$ cat src/common/rucf_pkg.sv
/*
 * rucf_pkg: constants, codes and carriers for the receive unit control fsm.
 * assumes one 100 MHz clock domain shared by every user of the package.
 */
`default_nettype none
package rucf_pkg;

   // status word layout
   localparam int          STATUS_W        = 16;
   localparam int          STATE_LSB       = 2;
   localparam int          STATE_MSB       = 5;
   localparam int          FR_PEND_BIT     = 14;
   localparam int          RNR_PEND_BIT    = 12;
   localparam logic [15:0] STATUS_RESET    = 16'h0000;

   // receive state codes as reported in the status word
   localparam logic [3:0]  CODE_IDLE       = 4'h0;
   localparam logic [3:0]  CODE_SUSPENDED  = 4'h1;
   localparam logic [3:0]  CODE_NO_DESC    = 4'h2;
   localparam logic [3:0]  CODE_READY      = 4'h4;

   // pointers and reset values
   localparam int          PTR_W           = 32;
   localparam logic [31:0] PTR_RESET       = 32'h0000_0000;
   localparam logic [1:0]  PEND_RESET      = 2'h0;

   // pending interrupt bit positions in the ack and pending vectors
   localparam int          PEND_FRAME      = 0;
   localparam int          PEND_STOPPED    = 1;
   localparam int          PEND_N          = 2;

   // receive unit control field of the command byte
   typedef enum logic [2:0] {
      RUCF_CMD_NOP      = 3'h0,
      RUCF_CMD_BEGIN    = 3'h1,
      RUCF_CMD_CONTINUE = 3'h2,
      RUCF_CMD_HALT     = 3'h4,
      RUCF_CMD_HDR_LOAD = 3'h5
   } rucf_cmd_e;

   typedef enum logic [3:0] {
      RUCF_ST_IDLE  = 4'b0001,
      RUCF_ST_SUSP  = 4'b0010,
      RUCF_ST_NODSC = 4'b0100,
      RUCF_ST_READY = 4'b1000
   } rucf_state_e;

   // command byte and general pointer as seen at acceptance
   typedef struct packed {
      logic             pending;
      rucf_cmd_e        code;
      logic [31:0]      area_offset;
   } rucf_cmd_s;

   // events from the receive datapath and descriptor engine
   typedef struct packed {
      logic             arriving;
      logic             frame_end;
      logic             desc_done;
      logic             end_of_list_bit;
      logic             halt_after_marker;
      logic             data_in_desc;
   } rucf_rx_s;

   // one-cycle requests to the dma and descriptor logic
   typedef struct packed {
      logic             setup_desc;
      logic             release_prefetch;
      logic             abort_dma;
      logic             discard_count;
   } rucf_act_s;

   function automatic logic [3:0] rucf_code(rucf_state_e s);
      case (s)
         RUCF_ST_SUSP:  rucf_code = CODE_SUSPENDED;
         RUCF_ST_NODSC: rucf_code = CODE_NO_DESC;
         RUCF_ST_READY: rucf_code = CODE_READY;
         default:       rucf_code = CODE_IDLE;
      endcase
   endfunction

endpackage
`default_nettype wire

$ cat src/hw/rucf_flag.sv
/*
 * rucf_flag: sticky flag, set wins over clear in the same cycle.
 * assumes set and clear are single-cycle terms on the module clock.
 */
`timescale 1ns/1ps
`default_nettype none
module rucf_flag (
   input  wire logic clock,
   input  wire logic rstn,
   input  wire logic set,
   input  wire logic clear,
   output logic      flag
);
   import rucf_pkg::*;

   logic flag_reg;
   logic flag_next;

   // a late event must not be lost under a concurrent clear
   always_comb begin
      flag_next = flag_reg;
      if (clear) begin
         flag_next = 1'b0;
      end
      if (set) begin
         flag_next = 1'b1;
      end
   end

   always_ff @(posedge clock) begin
      if (!rstn) begin
         flag_reg <= 1'b0;
      end else begin
         flag_reg <= flag_next;
      end
   end

   assign flag = flag_reg;
endmodule // rucf_flag
`default_nettype wire

$ cat src/hw/rucf_accept.sv
/*
 * rucf_accept: command acceptance gate for the receive unit.
 * assumes the command byte stays pending until the clear pulse is seen.
 */
`timescale 1ns/1ps
`default_nettype none
module rucf_accept (
   input  wire logic clock,
   input  wire logic rstn,
   input  wire logic cmd_pending,
   input  wire logic cu_accept_done,
   output logic      accept,
   output logic      cmd_clear
);
   import rucf_pkg::*;

   logic busy_reg;
   logic busy_next;
   logic clear_reg;
   logic clear_next;

   // wait for the command unit, then one acceptance per written command
   always_comb begin
      accept     = cmd_pending & cu_accept_done & ~busy_reg;
      clear_next = accept;
      busy_next  = busy_reg;
      if (accept) begin
         busy_next = 1'b1;
      end else if (!cmd_pending && !clear_reg) begin
         busy_next = 1'b0;
      end
   end

   always_ff @(posedge clock) begin
      if (!rstn) begin
         busy_reg  <= 1'b0;
         clear_reg <= 1'b0;
      end else begin
         busy_reg  <= busy_next;
         clear_reg <= clear_next;
      end
   end

   assign cmd_clear = clear_reg;
endmodule // rucf_accept
`default_nettype wire

$ cat src/hw/rucf_top.sv
/*
 * rucf_top: receive unit control state machine of a 10/100 ethernet mac.
 * assumes command byte, descriptor events and frame activity come from
 * logic on the same clock; host memory writes happen outside this block.
 */
`timescale 1ns/1ps
`default_nettype none
module rucf_top (
   input  wire logic                      clock,
   input  wire logic                      rstn,
   input  wire rucf_pkg::rucf_cmd_s       cmd,
   input  wire logic                      cu_accept_done,
   input  wire logic                      cu_flag_done,
   input  wire logic                      cu_state_change,
   input  wire rucf_pkg::rucf_rx_s        rx,
   input  wire logic [1:0]                irq_ack,
   output logic                           cmd_clear,
   output logic [15:0]                    status_word,
   output logic                           status_write,
   output logic [31:0]                    next_desc_ptr,
   output logic                           storing,
   output logic                           discarding,
   output rucf_pkg::rucf_act_s            act,
   output logic                           host_interrupt_line
);
   import rucf_pkg::*;

   rucf_state_e state_reg;
   rucf_state_e state_next;
   logic [31:0] ptr_reg;
   logic [31:0] ptr_next;
   logic [15:0] status_reg;
   logic [15:0] status_next;
   logic        stwr_reg;
   logic        stwr_next;
   logic        upd_reg;
   logic        upd_next;
   rucf_act_s   act_reg;
   rucf_act_s   act_next;

   logic        accept;
   logic        begin_flag;
   logic        cont_flag;
   logic        begin_set;
   logic        begin_clr;
   logic        cont_set;
   logic        cont_clr;
   logic [1:0]  pend;
   logic [1:0]  pend_set;
   logic        receiving;
   logic        is_begin;
   logic        is_cont;
   logic        is_halt;

   rucf_accept u_accept (
      .clock          (clock),
      .rstn           (rstn),
      .cmd_pending    (cmd.pending),
      .cu_accept_done (cu_accept_done),
      .accept         (accept),
      .cmd_clear      (cmd_clear)
   );

   // deferred begin and continue requests, acted on at end of frame
   rucf_flag u_begin_flag (
      .clock (clock),
      .rstn  (rstn),
      .set   (begin_set),
      .clear (begin_clr),
      .flag  (begin_flag)
   );

   rucf_flag u_cont_flag (
      .clock (clock),
      .rstn  (rstn),
      .set   (cont_set),
      .clear (cont_clr),
      .flag  (cont_flag)
   );

   // pending interrupt bits, acknowledged by software writes
   genvar g;
   generate
      for (g = 0; g < PEND_N; g = g + 1) begin : g_pend
         rucf_flag u_pend (
            .clock (clock),
            .rstn  (rstn),
            .set   (pend_set[g]),
            .clear (irq_ack[g]),
            .flag  (pend[g])
         );
      end
   endgenerate

   // line drops as soon as every pending bit is acknowledged
   assign host_interrupt_line = |pend;

   always_comb begin
      receiving  = rx.arriving;
      is_begin   = accept && (cmd.code == RUCF_CMD_BEGIN);
      is_cont    = accept && (cmd.code == RUCF_CMD_CONTINUE);
      is_halt    = accept && (cmd.code == RUCF_CMD_HALT);
      state_next = state_reg;
      ptr_next   = ptr_reg;
      act_next   = '0;
      begin_set  = 1'b0;
      begin_clr  = 1'b0;
      cont_set   = 1'b0;
      cont_clr   = 1'b0;
      pend_set   = 2'b00;

      // frame completion: the point where deferred requests take effect
      if (rx.frame_end) begin
         if (state_reg == RUCF_ST_READY) begin
            pend_set[PEND_FRAME] = 1'b1;
         end
         if (state_reg == RUCF_ST_NODSC) begin
            act_next.discard_count = 1'b1;
         end
         if (begin_flag) begin
            state_next          = RUCF_ST_READY;
            act_next.setup_desc = 1'b1;
            begin_clr           = 1'b1;
            cont_clr            = 1'b1;
         end else if (cont_flag && state_reg == RUCF_ST_SUSP) begin
            state_next          = RUCF_ST_READY;
            act_next.setup_desc = 1'b1;
            cont_clr            = 1'b1;
         end else if (cont_flag) begin
            cont_clr = 1'b1;
         end
      end

      // descriptor consumed while storing; end of list outranks halt
      if (rx.desc_done && state_reg == RUCF_ST_READY) begin
         if (rx.end_of_list_bit) begin
            state_next = RUCF_ST_NODSC;
         end else if (rx.halt_after_marker) begin
            state_next = RUCF_ST_SUSP;
         end
      end

      // commands at acceptance; a halt overrides frame-end state and action pulses, but not the frame interrupt
      if (is_halt) begin
         if (state_reg == RUCF_ST_READY) begin
            pend_set[PEND_STOPPED] = 1'b1;
         end
         state_next = RUCF_ST_IDLE;
         act_next   = '0;
         act_next.abort_dma = 1'b1;
         begin_clr  = 1'b1;
         cont_clr   = 1'b1;
         begin_set  = 1'b0;
      end else if (is_begin) begin
         ptr_next = cmd.area_offset;
         if (receiving) begin
            begin_set = 1'b1;
         end else begin
            begin_clr = 1'b1;
            if (state_reg != RUCF_ST_READY && !rx.data_in_desc) begin
               state_next                = RUCF_ST_READY;
               act_next.release_prefetch = 1'b1;
               act_next.setup_desc       = 1'b1;
            end
         end
      end else if (is_cont) begin
         if (state_reg == RUCF_ST_SUSP) begin
            if (receiving) begin
               cont_set = 1'b1;
            end else begin
               state_next          = RUCF_ST_READY;
               act_next.setup_desc = 1'b1;
            end
         end
         // any other state: nothing happens
      end
   end

   // status write is held back one cycle behind the command clear, so
   // software sees the byte clear first and the new status after it
   always_comb begin
      upd_next = accept
               | (state_next != state_reg)
               | rx.frame_end
               | cu_flag_done
               | cu_state_change
               | (|pend_set);
      stwr_next   = upd_reg;
      status_next = status_reg;
      if (upd_reg) begin
         status_next                     = STATUS_RESET;
         status_next[STATE_MSB:STATE_LSB] = rucf_code(state_reg);
         status_next[FR_PEND_BIT]        = pend[PEND_FRAME];
         status_next[RNR_PEND_BIT]       = pend[PEND_STOPPED];
      end
   end

   // state group: state, pointer and action pulses
   always_ff @(posedge clock) begin
      if (!rstn) begin
         state_reg  <= RUCF_ST_IDLE;
         ptr_reg    <= PTR_RESET;
         act_reg    <= '0;
      end else begin
         state_reg  <= state_next;
         ptr_reg    <= ptr_next;
         act_reg    <= act_next;
      end
   end

   // status group: word, write strobe and its one-cycle lag
   always_ff @(posedge clock) begin
      if (!rstn) begin
         status_reg <= STATUS_RESET;
         stwr_reg   <= 1'b0;
         upd_reg    <= 1'b0;
      end else begin
         status_reg <= status_next;
         stwr_reg   <= stwr_next;
         upd_reg    <= upd_next;
      end
   end

   // only ready stores; idle, suspended and no-descriptors all discard
   assign storing       = (state_reg == RUCF_ST_READY);
   assign discarding    = ~storing;
   assign status_word   = status_reg;
   assign status_write  = stwr_reg;
   assign next_desc_ptr = ptr_reg;
   assign act           = act_reg;
endmodule // rucf_top
`default_nettype wire

$ cat config.mk
export PLATFORM = sky130hd
export DESIGN_NAME = rucf_top
export DESIGN_NICKNAME = d
export VERILOG_FILES = /design/src/common/rucf_pkg.sv /design/src/hw/rucf_flag.sv /design/src/hw/rucf_accept.sv /design/src/hw/rucf_top.sv
export SDC_FILE = /design/constraint.sdc
export NUM_CORES = 1
export LEC_CHECK = 0
export BUFFER_PORTS_ARGS = -buffer_cell sky130_fd_sc_hd__buf_4
export CAP_MARGIN = 10
export CORE_MARGIN = 4
export CORE_UTILIZATION = 50
export CTS_BUF_LIST = sky130_fd_sc_hd__clkbuf_2
export DETAILED_ROUTE_END_ITERATION = 7
export PLACE_DENSITY = 0.95
export SLEW_MARGIN = 0
export SYNTH_ARGS = -nofsm -noshare
export SYNTH_HDL_FRONTEND = slang
export SYNTH_HIERARCHICAL = 1
export SYNTH_SLANG_ARGS = --single-unit
export TNS_END_PERCENT = 20
$ cat constraint.sdc
create_clock -name clock -period 4.53 [get_ports clock]
set_input_delay 0.6795 -clock clock [delete_from_list [all_inputs] [get_ports clock]]
set_output_delay 0.6795 -clock clock [all_outputs]
set_load 0.005 [all_outputs]
==> flow_summary.json, run 1 <==
{
  "numCtsBuffers": 5,
  "dr_total_vias": 1868,
  "yosysSeqAreaShare": 0.511,
  "drt_pre_antenna_iters": 4,
  "cts_buffer_depth": 2,
  "status": "finished clean",
  "synth_edf_count": 0,
  "pin_count": 106,
  "relSlewSlack": 0.217,
  "n_fill_cell": 321,
  "pwr-share-seq": 0.574,
  "layout.nets": 379,
  "drc": 0,
  "cts_sinks": 53,
  "htreeDepth": 2,
  "row_count": 23,
  "grt_pass1_wl_microns": 7630,
  "start_kind": "register",
  "wl_microns": 4920,
  "postCtsHoldBufs": 0,
  "antenna_left": 0,
  "n_antenna_cell": 0,
  "worst_slew_pin_slew_ps": 1170,
  "clk_latency_ps": 390,
  "rsz0062_at_grt": "no",
  "ys.flop_type": "dfxtp_1",
  "required_ps": 3850,
  "routabilityCongestion": 0.821,
  "fin_crit_sh": 0.500,
  "clkPwrFrac": 0.344,
  "power_switching_share": 0.207,
  "powerDensity_nw_per_um2": 291,
  "finalSetupViolCount": 0,
  "synth_cell_types": 35,
  "path_max_fanout": 7,
  "clock-skew-final_ps": 4.43,
  "syn_avg_cell_area_sq_um": 8.64,
  "initial_core_util": 0.519,
  "internal_power_mw": 0.660,
  "setup-tns-final_ps": 0,
  "grt-ovfl-total": 0,
  "yosysTopAreaCellShare": 0.511,
  "drt_iter0_markers": 128,
  "period_minus_slack_ps": 2270,
  "syn_area_sq_um": 2070,
  "ctsResizeCount": 0,
  "cp-startpoint": "state_reg[2]",
  "wl_per_cell_microns": 12.9,
  "critPathCaptureType": "output port",
  "post-synth-top-count-cell": "nand2_1",
  "antenna_found_initial": 0,
  "r2r-start": "u_accept/busy_reg",
  "root_buffer": "clkbuf_2",
  "p_sw_mw": 0.172,
  "drive_above_1_share": 0.353,
  "slew_violations": 0,
  "crit_type": "reg2out",
  "cts_tree": "built",
  "grt_max_degree": 40,
  "ir_worst_vdd_mv": 0.190,
  "async_reset_ff_frac": 0,
  "area_growth_syn_to_layout_pct": 38.0,
  "final_area_sq_um": 2860,
  "yosysTopAreaCell": "dfxtp_1",
  "comb_power_share": 0.081,
  "synth_commonest_cells": "nand2_1 (70), dfxtp_1 (53), a21oi_1 (34), clkbuf_1 (12), buf_4 (11)",
  "fp.coreArea_sq_um": 4000,
  "min-delay-start": "next_desc_ptr[9]",
  "syn_inst": 240,
  "die_area_sq_um": 5240,
  "final_hold_viol_count": 0,
  "holdCritPathClass": "reg2reg",
  "grt_usage": 0.182,
  "place_area_sq_um": 2770,
  "port_buffers": 94,
  "die_w_microns": 72.4,
  "yosys_register_bits": 53,
  "cap_violations": 0,
  "viasPerCell": 4.90,
  "synth.top_cells.by_area": "dfxtp_1 (51%), nand2_1 (13%), a21oi_1 (8.2%)",
  "clk_pin_slew_ps": 240,
  "largest_reg_flops": 32,
  "fmax_mhz": 441,
  "hpwl_microns": 3720,
  "grt_pass1_vias": 1742,
  "die_h_microns": 72.4,
  "leakagePower_nw": 1.26,
  "post_cts.repair.setup_buffers": 0,
  "yosys_warnings": 6,
  "cp_data_arrival_time_ps": 1590
}
## cells in the final DEF (no fill, tap or decap)
| cell type | count |
|---|---|
| a31oi_1 | 1 |
| or2_2 | 1 |
| o311a_1 | 1 |
| nor3_2 | 1 |
| clkinv_4 | 1 |
| conb_1 | 11 |
| nor2_1 | 10 |
| and3_1 | 2 |
| nand2_2 | 1 |
| clkinv_2 | 1 |
| o21ai_1 | 2 |
| bufinv_16 | 2 |
| or4_4 | 1 |
| nor3_1 | 1 |
| nand3b_1 | 1 |
| nand4bb_1 | 1 |
| mux2i_1 | 5 |
| nor2b_1 | 1 |
| a21boi_1 | 1 |
| nor4b_1 | 2 |
| nor4_1 | 1 |
| a21oi_1 | 34 |
| o21ai_0 | 1 |
| dfxtp_1 | 53 |
| inv_1 | 2 |
| o211ai_1 | 2 |
| clkbuf_2 | 5 |
| nor3b_2 | 1 |
| o21a_1 | 5 |
| nand4b_1 | 1 |
| and2_1 | 5 |
| a32oi_1 | 1 |
| or4b_4 | 1 |
| nor2b_4 | 4 |
| nand2_1 | 70 |
| o21ai_4 | 1 |
| buf_4 | 96 |
| nor4_2 | 1 |
## worst paths after layout
check	endpoint	slack [ps]	cells past startpoint
max	storing	2260	3
min	next_desc_ptr[9]	470	2
max reg2reg	u_begin_flag/flag	2310	6
min reg2reg	next_desc_ptr[9]	470	2
## cell type report
class                   count  area (sq um)  area share
clock buffers               5          25.0     0.00874
clock inverters             3          65.1      0.0227
well taps                  50          62.6      0.0219
repair buffers             96           721       0.252
inverters                   3          16.3     0.00568
flip-flops and latches     53          1060       0.371
multi-input cells         171           912       0.319
## power by group through the flow
stage | Combinational [mW] | Sequential [mW] | Clock, mW
4_1_cts | 0.0678 | 0.478 | 0.295
6_report | 0.0678 | 0.478 | 0.286
3_5_place_dp | 0.0674 | 0.486 | 0
2_1_floorplan | 0.0291 | 0.485 | 0
3_3_place_gp | 0.0671 | 0.486 | 0
5_1_grt | 0.0735 | 0.479 | 0.316
## metal layers
layer,wire (microns),track usage,part of all wire,up-vias
met5,0,0,0,-
met2,2530,0.337,0.51,65
met1,1940,0.199,0.39,848
li1,-,-,-,951
met3,424,0.0623,0.086,4
met4,25,0.0430,0.0051,0
## worst max-delay path, stage by stage, from the launching register on
cell,delay (ps)
dfxtp_1,400
or4b_4,590
clkinv_4,100
buf_4,110
## per-stage QoR
| stage | power (mW) | instances | utilization | hold WS (ps) | setup WS (ps) |
|---|---|---|---|---|---|
| after CTS | 0.841 | 381 | 0.716 | 440 | 2240 |
| after global placement | 0.553 | 373 | 0.693 | 443 | 1930 |
| final | 0.832 | 381 | 0.716 | 474 | 2260 |
| after floorplan | 0.514 | 250 | - | 430 | 2600 |
| after global routing | 0.868 | 381 | 0.716 | 398 | 2170 |
| after detailed placement | 0.554 | 373 | 0.693 | 449 | 1880 |
## logic make-up after synthesis
logic type | share of synthesized area
DFF | 0.511
and+or+nand+nor | 0.255
buffers and inverters | 0.0694
other | 0.00181
muxes | 0.0241
AOI/OAI and AO/OA | 0.138
Power figures use the tool's default switching activity.
==> run 2, diff against run 1 <==
--- a/config.mk
+++ b/config.mk
@@ -8,10 +8,10 @@
 export BUFFER_PORTS_ARGS = -buffer_cell sky130_fd_sc_hd__buf_4
 export CAP_MARGIN = 10
 export CORE_MARGIN = 4
-export CORE_UTILIZATION = 50
+export CORE_UTILIZATION = 42
 export CTS_BUF_LIST = sky130_fd_sc_hd__clkbuf_2
 export DETAILED_ROUTE_END_ITERATION = 7
-export PLACE_DENSITY = 0.95
+export PLACE_DENSITY = 0.88
 export SLEW_MARGIN = 0
 export SYNTH_ARGS = -nofsm -noshare
 export SYNTH_HDL_FRONTEND = slang
==> constraint.sdc (replaced) <==
create_clock -name clock -period 2.05 [get_ports clock]
set_input_delay 0.3075 -clock clock [delete_from_list [all_inputs] [get_ports clock]]
set_output_delay 0.3075 -clock clock [all_outputs]
set_load 0.005 [all_outputs]
==> run 2 against run 1 <==
Net effect: final cell count grew 5.2%; register-to-register slack lost 1900 ps; sequential cell count is the same; first-iteration DRC count shrank 70%; hold slack lost 390 ps; clock-buffer cell count grew 1; via count grew 3.1%; clock power grew 35%; critical endpoint unchanged.
==> flow_summary.json, run 2 (same netlist as run 1, synthesis figures left out) <==
{
  "grt_usage": 0.170,
  "clk_latency_ps": 420,
  "area_growth_syn_to_layout_pct": 38.3,
  "cts_sinks": 53,
  "grt_pass1_wl_microns": 8330,
  "critPathCaptureType": "output port",
  "post-route-util": 0.603,
  "holdCritPathClass": "in2reg",
  "top_usage_layer": "met2",
  "die_area_sq_um": 6130,
  "required_ps": 1740,
  "layout_commonest_cell": "buf_4",
  "setup-tns-final_ps": 0,
  "gr-usage-met3": 0.0642,
  "antenna_left": 0,
  "clk_pin_slew_ps": 250,
  "final_hold_viol_count": 0,
  "grt_use_met1": 0.185,
  "period_minus_slack_ps": 1890,
  "ir_worst_vdd_mv": 0.329,
  "numCtsBuffers": 5,
  "slew_violations": 0,
  "drt_pre_antenna_iters": 4,
  "grt-ovfl-total": 0,
  "post_cts.repair.setup_buffers": 0,
  "cts_buffer_depth": 2,
  "port_buffers": 94,
  "hold_slack_ps": 82.9,
  "start_kind": "register",
  "fmax_mhz": 528,
  "postCtsHoldBufs": 0,
  "pin_count": 106,
  "final_cell_mix": "buf_4 (98), nand2_1 (70), dfxtp_1 (53)",
  "largest_reg_flops": 32,
  "ctsResizeCount": 0,
  "cap_violations": 0,
  "die_h_microns": 78.3,
  "grt_util_met2": 0.297,
  "crit_type": "reg2out",
  "antenna_found_initial": 0,
  "n_antenna_cell": 0,
  "leakagePower_nw": 1.26,
  "grt_max_degree": 34,
  "layout.nets": 382,
  "wl_per_cell_microns": 12.8,
  "path_max_fanout": 7,
  "grt_pass1_vias": 1910,
  "routabilityCongestion": 0.870,
  "clock-skew-final_ps": 24.3,
  "row_count": 25,
  "fin_crit_sh": 0.923,
  "drive_above_1_share": 0.359,
  "die_w_microns": 78.3,
  "rsz0062_at_grt": "no",
  "hpwl_microns": 3920,
  "fp.coreArea_sq_um": 4750,
  "drt_iter0_markers": 38,
  "htreeDepth": 2,
  "drc": 0,
  "cts_tree": "built",
  "status": "finished clean",
  "powerDensity_nw_per_um2": 557,
  "viasPerCell": 4.80,
  "n_fill_cell": 475,
  "root_buffer": "clkbuf_2",
  "finalSetupViolCount": 0,
  "dr_total_vias": 1926,
  "initial_core_util": 0.436,
  "wl_microns": 5120,
  "cp_data_arrival_time_ps": 1580
}
run 2: changes by cell type in the layout (fill, tap and decap cells not counted), sizes merged:
cell,change
buf,+3
bufinv,-2
clkbuf,+1
clkinv,+1
run 2: path summary, 6_finish.rpt:
path | from | depth (start not counted) | endpoint | slack [ps]
setup reg to reg | state_reg[2] | 5 | state_reg[3] | 370
hold reg to reg | next_desc_ptr[13] | 2 | next_desc_ptr[13] | 470
setup / recovery | state_reg[2] | 3 | storing | 160
hold / removal | cmd[8] | 3 | next_desc_ptr[8] | 80
run 2: per-layer routing:
layer	routed length, microns	share of wire
met3	431	0.084
met4	91	0.018
met1	2070	0.40
met5	0	0
met2	2530	0.49
run 2: critical path, cell delays in order, from the launching register on:
cell and delay, ps:
dfxtp_1 400, or4b_4 590, clkinv_4 90, buf_4 110
run 2: final cells by class:
type                            count  area [sq um]  area share
Tap cell                           67          83.8      0.0292
Inverter                            3          16.3     0.00567
Clock inverter                      2          10.0     0.00349
Sequential cell                    53          1060       0.370
Clock buffer                        6          30.0      0.0105
Multi-Input combinational cell    171           912       0.318
Timing Repair Buffer               99           756       0.263
run 2: stage by stage:
| step | instances | instance area [sq um] | worst slack (ps) | power, mW |
|---|---|---|---|---|
| global placement | 393 | 2830 | 427 | 1.23 |
| finish | 401 | 2870 | 158 | 1.60 |
| CTS | 401 | 2870 | 131 | 1.62 |
| floorplan | 250 | 2110 | 468 | 1.14 |
| detailed placement | 393 | 2830 | 326 | 1.23 |
| global route | 401 | 2870 | 53.0 | 1.68 |
run 2: power breakdown:
part	switching [mW]	leakage [nW]	internal, mW
combinational	0.0661	0.802	0.0897
clock	0.300	0.0327	0.0858
sequential	0.00946	0.428	1.05
total	0.376	1.26	1.22
